File: config.mk
export PLATFORM = sky130hd
export DESIGN_NAME = sspc_top
export DESIGN_NICKNAME = d
export VERILOG_FILES = /design/src/hdl/sspc_pkg.sv /design/src/hdl/sspc_top.sv
export SDC_FILE = /design/constraint.sdc
export NUM_CORES = 1
export LEC_CHECK = 0
export ABC_AREA = 1
export BUFFER_PORTS_ARGS = -buffer_cell sky130_fd_sc_hd__buf_4
export CAP_MARGIN = 25
export CORE_UTILIZATION = 48
export CTS_CLUSTER_SIZE = 24
export DETAILED_ROUTE_END_ITERATION = 6
export GPL_TIMING_DRIVEN = 0
export PLACE_DENSITY = 0.71
export SYNTH_ARGS = -nofsm -noshare
export SYNTH_HDL_FRONTEND = slang
export SYNTH_SLANG_ARGS = --single-unit
File: constraint.sdc
create_clock -name SYS_CLK -period 2.3 [get_ports SYS_CLK]
set_input_delay 0.345 -clock SYS_CLK [delete_from_list [all_inputs] [get_ports SYS_CLK]]
set_output_delay 0.345 -clock SYS_CLK [all_outputs]
set_load 0.01 [all_outputs]
File: src/hdl/sspc_pkg.sv
// package for the standby and suspend power control block
package sspc_pkg;
    // register byte addresses
    localparam logic [7:0] ADDR_CTRL = 8'h00;
    localparam logic [7:0] ADDR_STAT = 8'h04;
    localparam logic [7:0] ADDR_CLR = 8'h08;
    localparam logic [7:0] ADDR_WARN = 8'h0c;
    localparam logic [7:0] ADDR_BATT = 8'h10;
    localparam logic [7:0] ADDR_LB1 = 8'h14;
    localparam logic [7:0] ADDR_STATE = 8'h18;
    // control register fields
    localparam int CTRL_STBY_EN = 0;
    localparam int CTRL_SUSP_REQ = 1;
    localparam int CTRL_RESUME = 2;
    localparam int CTRL_SW_REQ = 3;
    localparam int CTRL_SMI_DONE = 4;
    localparam int CTRL_HALT_REQ = 5;
    // management status cause bits
    localparam int NCAUSE = 8;
    localparam int CS_ACT = 0;
    localparam int CS_HDD = 1;
    localparam int CS_IDLE = 2;
    localparam int CS_BTN = 3;
    localparam int CS_SWT = 4;
    localparam int CS_LB1 = 5;
    localparam int CS_LB2 = 6;
    localparam int CS_WAKE = 7;
    // axi response codes
    localparam logic [1:0] RESP_OKAY = 2'h0;
    localparam logic [1:0] RESP_SLVERR = 2'h2;
    // timing: refresh during suspend, then reset values
    localparam int CLK_HZ = 125_000_000;
    localparam int REFRESH_HZ = 32_000;
    localparam int REFRESH_DIV = CLK_HZ / REFRESH_HZ;
    localparam logic [31:0] RESET_WORD = 32'h0000_0000;
    localparam logic [7:0] LB1_RESET = 8'h20;
    // power states, gray ordered along on->standby->suspend
    typedef enum logic [1:0] {
        ST_ON = 2'b00,
        ST_STBY = 2'b01,
        ST_SUSP = 2'b11,
        ST_WAKE = 2'b10
    } sspc_state_t;
    // suspended-domain control outputs
    typedef struct packed {
        logic clkgen_lowpwr;
        logic mcu_deep_sleep;
        logic refresh_slow;
        logic io_wake_keep;
    } sspc_susp_t;
endpackage

File: src/hdl/sspc_top.sv
// standby and suspend power control with an AXI4-Lite register slave
// Contract
// - halt cpu clock when idle, release on interrupt
// - hard drive access ends local standby
// - suspend keeps refresh at 32 kHz
// - suspend: clock generator low, cpu halted
// - suspend puts housekeeping controller to sleep
// - all inactivity timers expired starts suspend; the code only raises the idle cause, suspend needs the request bit
// - suspend button raises management interrupt
// - private memory enabled only during service
// - battery byte received serially into register
// - battery at or below set point flags
// - loading warning timer starts countdown; sw bit
// - warning expiry raises interrupt, cause shown
// - modem ring or clock alarm wakes
// - wake detection stays powered in suspend
// - button in suspend releases clock halt
// - low battery two masks button push
// - standby activity raises management interrupt
`timescale 1ns/1ps
`default_nettype none
module sspc_top
    import sspc_pkg::*;
#(
    parameter int WARN_W = 32
) (
    input wire logic SYS_CLK,
    input wire logic RST,
    input wire logic [7:0] S_AXI_AWADDR,
    input wire logic S_AXI_AWVALID,
    output logic S_AXI_AWREADY,
    input wire logic [31:0] S_AXI_WDATA,
    input wire logic [3:0] S_AXI_WSTRB,
    input wire logic S_AXI_WVALID,
    output logic S_AXI_WREADY,
    output logic [1:0] S_AXI_BRESP,
    output logic S_AXI_BVALID,
    input wire logic S_AXI_BREADY,
    input wire logic [7:0] S_AXI_ARADDR,
    input wire logic S_AXI_ARVALID,
    output logic S_AXI_ARREADY,
    output logic [31:0] S_AXI_RDATA,
    output logic [1:0] S_AXI_RRESP,
    output logic S_AXI_RVALID,
    input wire logic S_AXI_RREADY,
    input wire logic PERIPH_ACT,
    input wire logic HDD_ACCESS,
    input wire logic TIMERS_EXPIRED,
    input wire logic SUSP_BUTTON,
    input wire logic MODEM_RING,
    input wire logic RTC_ALARM,
    input wire logic LOW_BATT2,
    input wire logic BATT_SCLK,
    input wire logic BATT_SDATA,
    output logic CPU_CLOCK_HALT,
    output logic SYSTEM_MGMT_INTERRUPT,
    output logic MGMT_PRIVATE_MEMORY_EN,
    output logic REFRESH_TICK,
    output logic CLKGEN_LOWPWR,
    output logic MCU_DEEP_SLEEP,
    output logic IO_WAKE_ACTIVE,
    output logic LOW_BATT1_FLAG
);
    // two-flop synchronisers for all pin inputs
    localparam int NPIN = 9;
    logic [NPIN-1:0] pin_raw;
    logic [NPIN-1:0] meta_r;
    logic [NPIN-1:0] sync_r;
    logic [NPIN-1:0] prev_r;
    logic [NPIN-1:0] rise;
    assign pin_raw = {BATT_SDATA, BATT_SCLK, LOW_BATT2, RTC_ALARM,
                      MODEM_RING, SUSP_BUTTON, TIMERS_EXPIRED,
                      HDD_ACCESS, PERIPH_ACT};
    // first stage only feeds the second
    always_ff @(posedge SYS_CLK) begin
        meta_r <= RST ? '0 : pin_raw;
        sync_r <= RST ? '0 : meta_r;
        prev_r <= RST ? '0 : sync_r;
    end
    assign rise = sync_r & ~prev_r;
    wire act_s = sync_r[0];
    wire hdd_e = rise[1];
    wire tmr_s = sync_r[2];
    wire btn_e = rise[3];
    wire wake_e = rise[4] | rise[5];
    wire lb2_s = sync_r[6];
    wire sclk_e = rise[7];
    wire sdat_s = sync_r[8];

    // register state
    logic [31:0] ctrl_r, ctrl_nxt;
    logic [NCAUSE-1:0] cause_r, cause_nxt;
    logic [WARN_W-1:0] warn_r, warn_nxt;
    logic [7:0] batt_r, batt_nxt;
    logic [7:0] lb1_r, lb1_nxt;
    logic [7:0] shift_r, shift_nxt;
    logic [2:0] bitcnt_r, bitcnt_nxt;
    sspc_state_t state_r, state_nxt;
    logic halt_r, halt_nxt;
    logic pmem_r, pmem_nxt;
    logic [15:0] refcnt_r, refcnt_nxt;
    logic tick_r, tick_nxt;
    sspc_susp_t susp_r, susp_nxt;
    logic lb1f_r, lb1f_nxt;
    logic smi_r, smi_nxt; // any cause pending, kept in a flop for the pin
    // bus channel state
    logic awrdy_r, awrdy_nxt, wrdy_r, wrdy_nxt; // readiness pins
    logic awr_r, awr_nxt, wr_r, wr_nxt, bv_r, bv_nxt;
    logic [7:0] awa_r, awa_nxt;
    logic [31:0] wd_r, wd_nxt;
    logic [3:0] ws_r, ws_nxt;
    logic [1:0] bresp_r, bresp_nxt;
    logic arr_r, arr_nxt, rv_r, rv_nxt;
    logic [31:0] rd_r, rd_nxt;
    logic [1:0] rresp_r, rresp_nxt;

    // address decode shared by read and write
    function automatic logic known(input logic [7:0] a);
        case (a)
            ADDR_CTRL, ADDR_STAT, ADDR_CLR, ADDR_WARN, ADDR_BATT,
            ADDR_LB1, ADDR_STATE: known = 1'b1;
            default: known = 1'b0;
        endcase
    endfunction

    // byte-lane merge for writes
    function automatic logic [31:0] merge(input logic [31:0] old,
            input logic [31:0] d, input logic [3:0] s);
        merge = old;
        for (int i = 0; i < 4; i++) begin
            if (s[i]) begin
                merge[i*8 +: 8] = d[i*8 +: 8];
            end
        end
    endfunction

    wire do_wr = awr_r & wr_r & ~bv_r;
    wire [31:0] ctrl_new = merge(ctrl_r, wd_r, ws_r);
    wire wr_ctrl = do_wr && awa_r == ADDR_CTRL;
    wire wr_clr = do_wr && awa_r == ADDR_CLR;
    wire wr_warn = do_wr && awa_r == ADDR_WARN;
    wire wr_lb1 = do_wr && awa_r == ADDR_LB1;

    // axi write and read channels
    always_comb begin
        awr_nxt = awr_r;
        awa_nxt = awa_r;
        wr_nxt = wr_r;
        wd_nxt = wd_r;
        ws_nxt = ws_r;
        bv_nxt = bv_r;
        bresp_nxt = bresp_r;
        arr_nxt = arr_r;
        rv_nxt = rv_r;
        rd_nxt = rd_r;
        rresp_nxt = rresp_r;
        // capture address and data in any order
        if (S_AXI_AWVALID && !awr_r) begin
            awr_nxt = 1'b1;
            awa_nxt = S_AXI_AWADDR;
        end
        if (S_AXI_WVALID && !wr_r) begin
            wr_nxt = 1'b1;
            wd_nxt = S_AXI_WDATA;
            ws_nxt = S_AXI_WSTRB;
        end
        if (do_wr) begin
            bv_nxt = 1'b1;
            bresp_nxt = known(awa_r) ? RESP_OKAY : RESP_SLVERR;
        end
        if (bv_r && S_AXI_BREADY) begin
            bv_nxt = 1'b0;
            awr_nxt = 1'b0;
            wr_nxt = 1'b0;
        end
        // reads answer in the same cycle that the address is taken, rvalid with arready
        if (S_AXI_ARVALID && !arr_r && !rv_r) begin
            arr_nxt = 1'b1;
            rv_nxt = 1'b1;
            rresp_nxt = known(S_AXI_ARADDR) ? RESP_OKAY : RESP_SLVERR;
            case (S_AXI_ARADDR)
                ADDR_CTRL: rd_nxt = ctrl_r;
                ADDR_STAT: rd_nxt = {24'h0, cause_r};
                ADDR_WARN: rd_nxt = 32'(warn_r);
                ADDR_BATT: rd_nxt = {24'h0, batt_r};
                ADDR_LB1: rd_nxt = {24'h0, lb1_r};
                ADDR_STATE: rd_nxt = {26'h0, lb1f_r, pmem_r, halt_r,
                                      lb2_s, state_r};
                default: rd_nxt = RESET_WORD;
            endcase
        end else begin
            arr_nxt = 1'b0;
        end
        if (rv_r && S_AXI_RREADY) begin
            rv_nxt = 1'b0;
        end
        // readiness is the inverse of the capture flags, from flops of its own
        awrdy_nxt = ~awr_nxt;
        wrdy_nxt = ~wr_nxt;
    end

    // serial battery byte, msb first on rising clock edge
    always_comb begin
        shift_nxt = shift_r;
        bitcnt_nxt = bitcnt_r;
        batt_nxt = batt_r;
        if (sclk_e) begin
            shift_nxt = {shift_r[6:0], sdat_s};
            bitcnt_nxt = bitcnt_r + 3'h1;
            if (bitcnt_r == 3'h7) begin
                batt_nxt = {shift_r[6:0], sdat_s};
            end
        end
        lb1_nxt = wr_lb1 ? 8'(merge({24'h0, lb1_r}, wd_r, ws_r)) : lb1_r;
        lb1f_nxt = batt_r <= lb1_r;
    end

    // warning timer, causes and power state machine
    always_comb begin
        logic [NCAUSE-1:0] set;
        logic btn_ok;
        set = '0;
        btn_ok = btn_e & ~lb2_s;
        ctrl_nxt = wr_ctrl ? ctrl_new : ctrl_r;
        warn_nxt = warn_r;
        state_nxt = state_r;
        // a write loads and starts the countdown
        if (wr_warn) begin
            warn_nxt = WARN_W'(merge(32'(warn_r), wd_r, ws_r));
        end else if (warn_r != '0) begin
            warn_nxt = warn_r - WARN_W'(1);
            if (warn_r == WARN_W'(1) && ctrl_r[CTRL_SW_REQ]) begin
                set[CS_SWT] = 1'b1;
            end
        end
        set[CS_BTN] = btn_ok;
        set[CS_LB1] = lb1f_nxt & ~lb1f_r;
        set[CS_LB2] = rise[6];
        case (state_r)
            ST_ON: begin
                if (tmr_s) begin
                    set[CS_IDLE] = ~cause_r[CS_IDLE];
                end
                if (ctrl_r[CTRL_STBY_EN]) begin
                    state_nxt = ST_STBY;
                end
                if (ctrl_r[CTRL_SUSP_REQ]) begin
                    state_nxt = ST_SUSP;
                end
            end
            ST_STBY: begin
                // activity wakes the subsystem
                set[CS_ACT] = act_s & ~cause_r[CS_ACT];
                set[CS_HDD] = hdd_e;
                if (hdd_e || !ctrl_r[CTRL_STBY_EN]) begin
                    state_nxt = ST_ON;
                end else if (ctrl_r[CTRL_SUSP_REQ]) begin
                    state_nxt = ST_SUSP;
                end
            end
            ST_SUSP: begin
                // wake detection keeps running here
                if (btn_ok || wake_e) begin
                    set[CS_WAKE] = 1'b1;
                    state_nxt = ST_WAKE;
                end
            end
            ST_WAKE: begin
                // hold until firmware acknowledges resume
                if (ctrl_r[CTRL_RESUME]) begin
                    state_nxt = ST_ON;
                end
            end
            default: state_nxt = ST_ON;
        endcase
        // leaving suspend drops the suspend request bit
        if (state_r == ST_SUSP && state_nxt == ST_WAKE) begin
            ctrl_nxt[CTRL_SUSP_REQ] = 1'b0;
        end
        // returning from standby to on disarms it, else it would re-enter next cycle
        if (state_r == ST_STBY && state_nxt == ST_ON) begin
            ctrl_nxt[CTRL_STBY_EN] = 1'b0;
        end
        if (state_r == ST_WAKE && state_nxt == ST_ON) begin
            ctrl_nxt[CTRL_RESUME] = 1'b0;
            ctrl_nxt[CTRL_SW_REQ] = 1'b0;
        end
        ctrl_nxt[CTRL_SMI_DONE] = 1'b0;
        // latched until cleared, set wins over clear
        cause_nxt = (cause_r & ~(wr_clr ? wd_r[NCAUSE-1:0]
                     : {NCAUSE{1'b0}})) | set;
        smi_nxt = |cause_nxt;
        // halt: idle in standby, always in suspend
        halt_nxt = (state_nxt == ST_SUSP) |
            (state_nxt == ST_STBY && ctrl_nxt[CTRL_HALT_REQ] && !act_s
             && cause_nxt == '0);
        susp_nxt.clkgen_lowpwr = state_nxt == ST_SUSP;
        susp_nxt.mcu_deep_sleep = state_nxt == ST_SUSP;
        susp_nxt.refresh_slow = state_nxt == ST_SUSP;
        susp_nxt.io_wake_keep = 1'b1;
        // private memory open only while a cause is being serviced
        pmem_nxt = pmem_r;
        if (cause_r != '0 && !pmem_r) begin
            pmem_nxt = 1'b1;
        end else if (wr_ctrl && ctrl_new[CTRL_SMI_DONE]) begin
            pmem_nxt = 1'b0;
        end
        // slow refresh tick while suspended
        refcnt_nxt = refcnt_r;
        tick_nxt = 1'b0;
        if (susp_r.refresh_slow) begin
            if (refcnt_r == 16'(REFRESH_DIV - 1)) begin
                refcnt_nxt = '0;
                tick_nxt = 1'b1;
            end else begin
                refcnt_nxt = refcnt_r + 16'h1;
            end
        end else begin
            refcnt_nxt = '0;
        end
    end

    // registers only
    always_ff @(posedge SYS_CLK) begin
        if (RST) begin
            ctrl_r <= RESET_WORD;
            cause_r <= '0;
            warn_r <= '0;
            batt_r <= 8'hff;
            lb1_r <= LB1_RESET;
            shift_r <= '0;
            bitcnt_r <= '0;
            state_r <= ST_ON;
            halt_r <= 1'b0;
            pmem_r <= 1'b0;
            refcnt_r <= '0;
            tick_r <= 1'b0;
            susp_r <= '0;
            lb1f_r <= 1'b0;
            smi_r <= 1'b0;
            awrdy_r <= 1'b1;
            wrdy_r <= 1'b1;
            awr_r <= 1'b0;
            awa_r <= '0;
            wr_r <= 1'b0;
            wd_r <= '0;
            ws_r <= '0;
            bv_r <= 1'b0;
            bresp_r <= RESP_OKAY;
            arr_r <= 1'b0;
            rv_r <= 1'b0;
            rd_r <= '0;
            rresp_r <= RESP_OKAY;
        end else begin
            ctrl_r <= ctrl_nxt;
            cause_r <= cause_nxt;
            warn_r <= warn_nxt;
            batt_r <= batt_nxt;
            lb1_r <= lb1_nxt;
            shift_r <= shift_nxt;
            bitcnt_r <= bitcnt_nxt;
            state_r <= state_nxt;
            halt_r <= halt_nxt;
            pmem_r <= pmem_nxt;
            refcnt_r <= refcnt_nxt;
            tick_r <= tick_nxt;
            susp_r <= susp_nxt;
            lb1f_r <= lb1f_nxt;
            smi_r <= smi_nxt;
            awrdy_r <= awrdy_nxt;
            wrdy_r <= wrdy_nxt;
            awr_r <= awr_nxt;
            awa_r <= awa_nxt;
            wr_r <= wr_nxt;
            wd_r <= wd_nxt;
            ws_r <= ws_nxt;
            bv_r <= bv_nxt;
            bresp_r <= bresp_nxt;
            arr_r <= arr_nxt;
            rv_r <= rv_nxt;
            rd_r <= rd_nxt;
            rresp_r <= rresp_nxt;
        end
    end

    // outputs straight from flops
    assign S_AXI_AWREADY = awrdy_r;
    assign S_AXI_WREADY = wrdy_r;
    assign S_AXI_BVALID = bv_r;
    assign S_AXI_BRESP = bresp_r;
    assign S_AXI_ARREADY = arr_r;
    assign S_AXI_RVALID = rv_r;
    assign S_AXI_RDATA = rd_r;
    assign S_AXI_RRESP = rresp_r;
    assign CPU_CLOCK_HALT = halt_r;
    assign SYSTEM_MGMT_INTERRUPT = smi_r;
    assign MGMT_PRIVATE_MEMORY_EN = pmem_r;
    assign REFRESH_TICK = tick_r;
    assign CLKGEN_LOWPWR = susp_r.clkgen_lowpwr;
    assign MCU_DEEP_SLEEP = susp_r.mcu_deep_sleep;
    assign IO_WAKE_ACTIVE = susp_r.io_wake_keep;
    assign LOW_BATT1_FLAG = lb1f_r;

    // assertions
    AST_SUSP_HALT: assert property (
        @(posedge SYS_CLK) disable iff (RST)
        state_r == ST_SUSP |-> halt_r && susp_r.clkgen_lowpwr)
        else $error("halt or clock generator not low in suspend");
    AST_SLEEP: assert property (
        @(posedge SYS_CLK) disable iff (RST)
        state_r == ST_SUSP |-> susp_r.mcu_deep_sleep)
        else $error("controller awake in suspend");
    AST_HDD: assert property (
        @(posedge SYS_CLK) disable iff (RST)
        state_r == ST_STBY && hdd_e |=> state_r == ST_ON)
        else $error("drive access did not end standby");
    AST_LB2: assert property (
        @(posedge SYS_CLK) disable iff (RST)
        state_r == ST_SUSP && lb2_s && !wake_e |=> state_r == ST_SUSP)
        else $error("button left suspend under low battery two");
    AST_LATCH: assert property (
        @(posedge SYS_CLK) disable iff (RST)
        cause_r[CS_BTN] && !wr_clr |=> cause_r[CS_BTN])
        else $error("cause dropped without clear");
    AST_BTN: assert property (
        @(posedge SYS_CLK) disable iff (RST)
        btn_e && !lb2_s |=> cause_r[CS_BTN] ##1 SYSTEM_MGMT_INTERRUPT)
        else $error("button press raised no interrupt");
    AST_WARN: assert property (
        @(posedge SYS_CLK) disable iff (RST)
        warn_r == WARN_W'(1) && !wr_warn && ctrl_r[CTRL_SW_REQ]
        |=> cause_r[CS_SWT])
        else $error("warning expiry not shown");
    AST_LOAD: assert property (
        @(posedge SYS_CLK) disable iff (RST)
        warn_r > WARN_W'(1) && !wr_warn |=> warn_r == $past(warn_r) - 1)
        else $error("warning timer not counting");
    AST_PMEM: assert property (
        @(posedge SYS_CLK) disable iff (RST)
        $rose(pmem_r) |-> $past(cause_r) != '0)
        else $error("private memory opened without service");
    AST_LB1: assert property (
        @(posedge SYS_CLK) disable iff (RST)
        ##1 lb1f_r == ($past(batt_r) <= $past(lb1_r)))
        else $error("low battery flag wrong");
endmodule
`default_nettype wire

==> results.cfg <==
[worst_setup_path]
critical_path_arrival_ps = 2510
criticalPathCategory = reg2reg
cp_max_fo = 10
cp_data_required_time_ps = 2710
crit_path_end_kind = flip-flop
critPathLaunchType = flip-flop

[placement]
gp_congestion = 0.9820
portBuffers = 114
placed_cells = 1851
place_area_mm2 = 0.01173
dp_hpwl_um = 22690
dp_slack_ps = 11.53

[synth]
ys_top_cells_by_area = dfxtp_1, nor2_1, nand2_1
ys.warnings.count = 0
synthCells = 1461
ys_ff_latch = 231
synth_most_common_cell = dfxtp_1
ys_seq_area_share_pct = 43.93
synth_top_cells_by_count = dfxtp_1, nor2_1, nand2_1, inv_1, o21ai_0
synth_top_flop_cell = dfxtp_1
synth-edff-count = 0
async_flop_share_pct = 0
yosys.area.top_type_share_pct = 43.93
synth_area_mm2 = 0.01053
synth_area_per_cell_um2 = 7.205
synth.distinct_cells = 51
synth_top_area_cell = dfxtp_1

[pwr]
clock_power_share_pct = 31.9
netSwitchingFraction_pct = 36.81
p_switching_mw = 5.091
power_mw = 13.83
power_leakage_nw = 5.333
cellPowerDensity_mw_per_mm2 = 1094
comb_power_share_pct = 33.4
ir_drop_uv = 657.5
p_int_mw = 8.738
p_seq_share_pct = 34.7

[clock_network]
holdBufCountCts = 0
cts.sinks = 231
clkLatencyLatePin_ps = 530
cts_buffer_depth = 3
root_buffer = clkbuf_16
ctsResizeCount = 0
cts.clk_slew.worst_paths_ps = 60
cts-htree-levels = 1
cts_setup_buffers = 0
cts_tree = done
cts_buffers = 25

[floorplanning]
pin_count = 117
fp.dieW_um = 150.1
dieArea_mm2 = 0.02253
rows = 53
fp.dieH_um = 150.1
core_area_mm2 = 0.02129
initial_core_util_pct = 49.45

[grt]
grt_overflow = 0
grt_max_degree = 14
grt_pass1_wl_um = 47360
grt_pass1_vias = 9157
antenna_found_initial = 0
track_usage_pct = 27.01

[timing]
max-slew-margin-rel_pct = 35.81
tns_ps = 0
rsz0062_at_grt = false
fin_crit_ps = 2103
fmax_mhz = 475.6
timing.final.max_slew_violations = 0
setup-violations-final = 0
hold_ws_ps = 11.87
setup_ws_ps = 197.3
finClkSkew_ps = 16.92
hold_violations = 0
fin_crit_sh_pct = 91.42
worstMarginPinSlew_ps = 962.8

[final_layout]
syn2layout_area_growth_pct = 20.06
antennaDiodeCount = 0
final_layout_size_suffix_gt1_share_pct = 14.56
fillers = 2025
fin_nets = 1686
final_util_pct = 59.37
final_cell_count_no_fill = 1896
final_area_mm2 = 0.01264

[route]
vias = 10081
drt_first_pass_iters = 5
drc = 0
ant_nets = 0
drt-total-wl_um = 30230
drtIter0Drc = 725
wl_per_cell_um = 15.95
via_per_inst = 5.317

[min_path]
min_path_type = in2reg

[flow_run]
drv_cap = 0

[status]
run_status = completed
[cells in the final DEF, fill, tap and decap left out, drive strengths merged, types with 2 or more instances in the layout]
cell type  instances
nor3               9
xor2              10
clkinv             7
nand2            238
ha                15
bufinv             5
clkbuf            79
o22ai             28
a21oi            140
a221oi             4
mux2i              3
nand4             16
o211ai            26
nor4               2
conb               2
nand3             59
or2                4
o21bai             2
nor2             240
buf              131
o21a               2
dfxtp            231
inv              204
a211oi            11
o21ai            145
[kinds of logic after synthesis]
group / share of synthesized area [%]
simple gates: 23.38
xor+xnor: 0.8320
buf+inv: 10.04
compound gates: 19.71
mux: 0.2853
flops: 43.93
other cells: 0.03562
fa+ha+maj: 1.783
[routing by layer]
metal	track usage [%]	vias up	part of all wire, %	wire length, um
met5	0	-	0	0
met4	8.687	0	2.9	869
met3	5.244	66	9.3	2815
met2	41.90	404	43	13070
met1	37.54	4565	45	13480
li1	-	5046	-	-
[area by class of cell]
type                    count  area [um^2]  share of cell area, %
plain buffers              63        289.0                  2.287
clock inverters            12        192.7                  1.525
repair buffers            114        855.8                  6.772
inverters                 204        768.2                  6.079
multi-input cells         964         4848                  38.36
flip-flops and latches    231         4624                  36.59
clock buffers              33        715.7                  5.663
well taps                 275        344.1                  2.722
[final timing paths]
check / start / to / slack (ps) / depth (start not counted)
setup / recovery: wr_r / wd_r[17] / 200 / 6
hold / removal: TIMERS_EXPIRED / meta_r[2] / 10 / 3
setup reg to reg: wr_r / wd_r[17] / 200 / 6
hold reg to reg: meta_r[8] / sync_r[8] / 400 / 2
[power by group through the flow]
stage	Clock (mW)	Sequential, mW	Combinational (mW)
finish	4.41	4.80	4.61
CTS	4.48	4.78	4.54
floorplan	0	4.75	3.55
global route	4.62	4.85	5.22
global placement	0	4.86	4.45
detailed placement	0	4.87	4.52
[state kept, by name, summed over array words and instances, names as in the netlist, 2 cells and up]
name / flops
lb1_r: 8
state_r: 2
sync_r: 9
bitcnt_r: 3
warn_r: 32
cause_r: 8
batt_r: 8
refcnt_r: 16
shift_r: 7
ws_r: 4
awa_r: 8
wd_r: 32
ctrl_r: 31
meta_r: 9
S_AXI_RDATA: 32
prev_r: 6
[worst max-delay path: stages, from the launching register on]
cell	delay [ps]
dfxtp_1	330
nor2_1	670
inv_1	120
clkbuf_1	250
clkbuf_1	350
nor2_1	190
nor2_1	60
(Power assumes the default switching activity.)
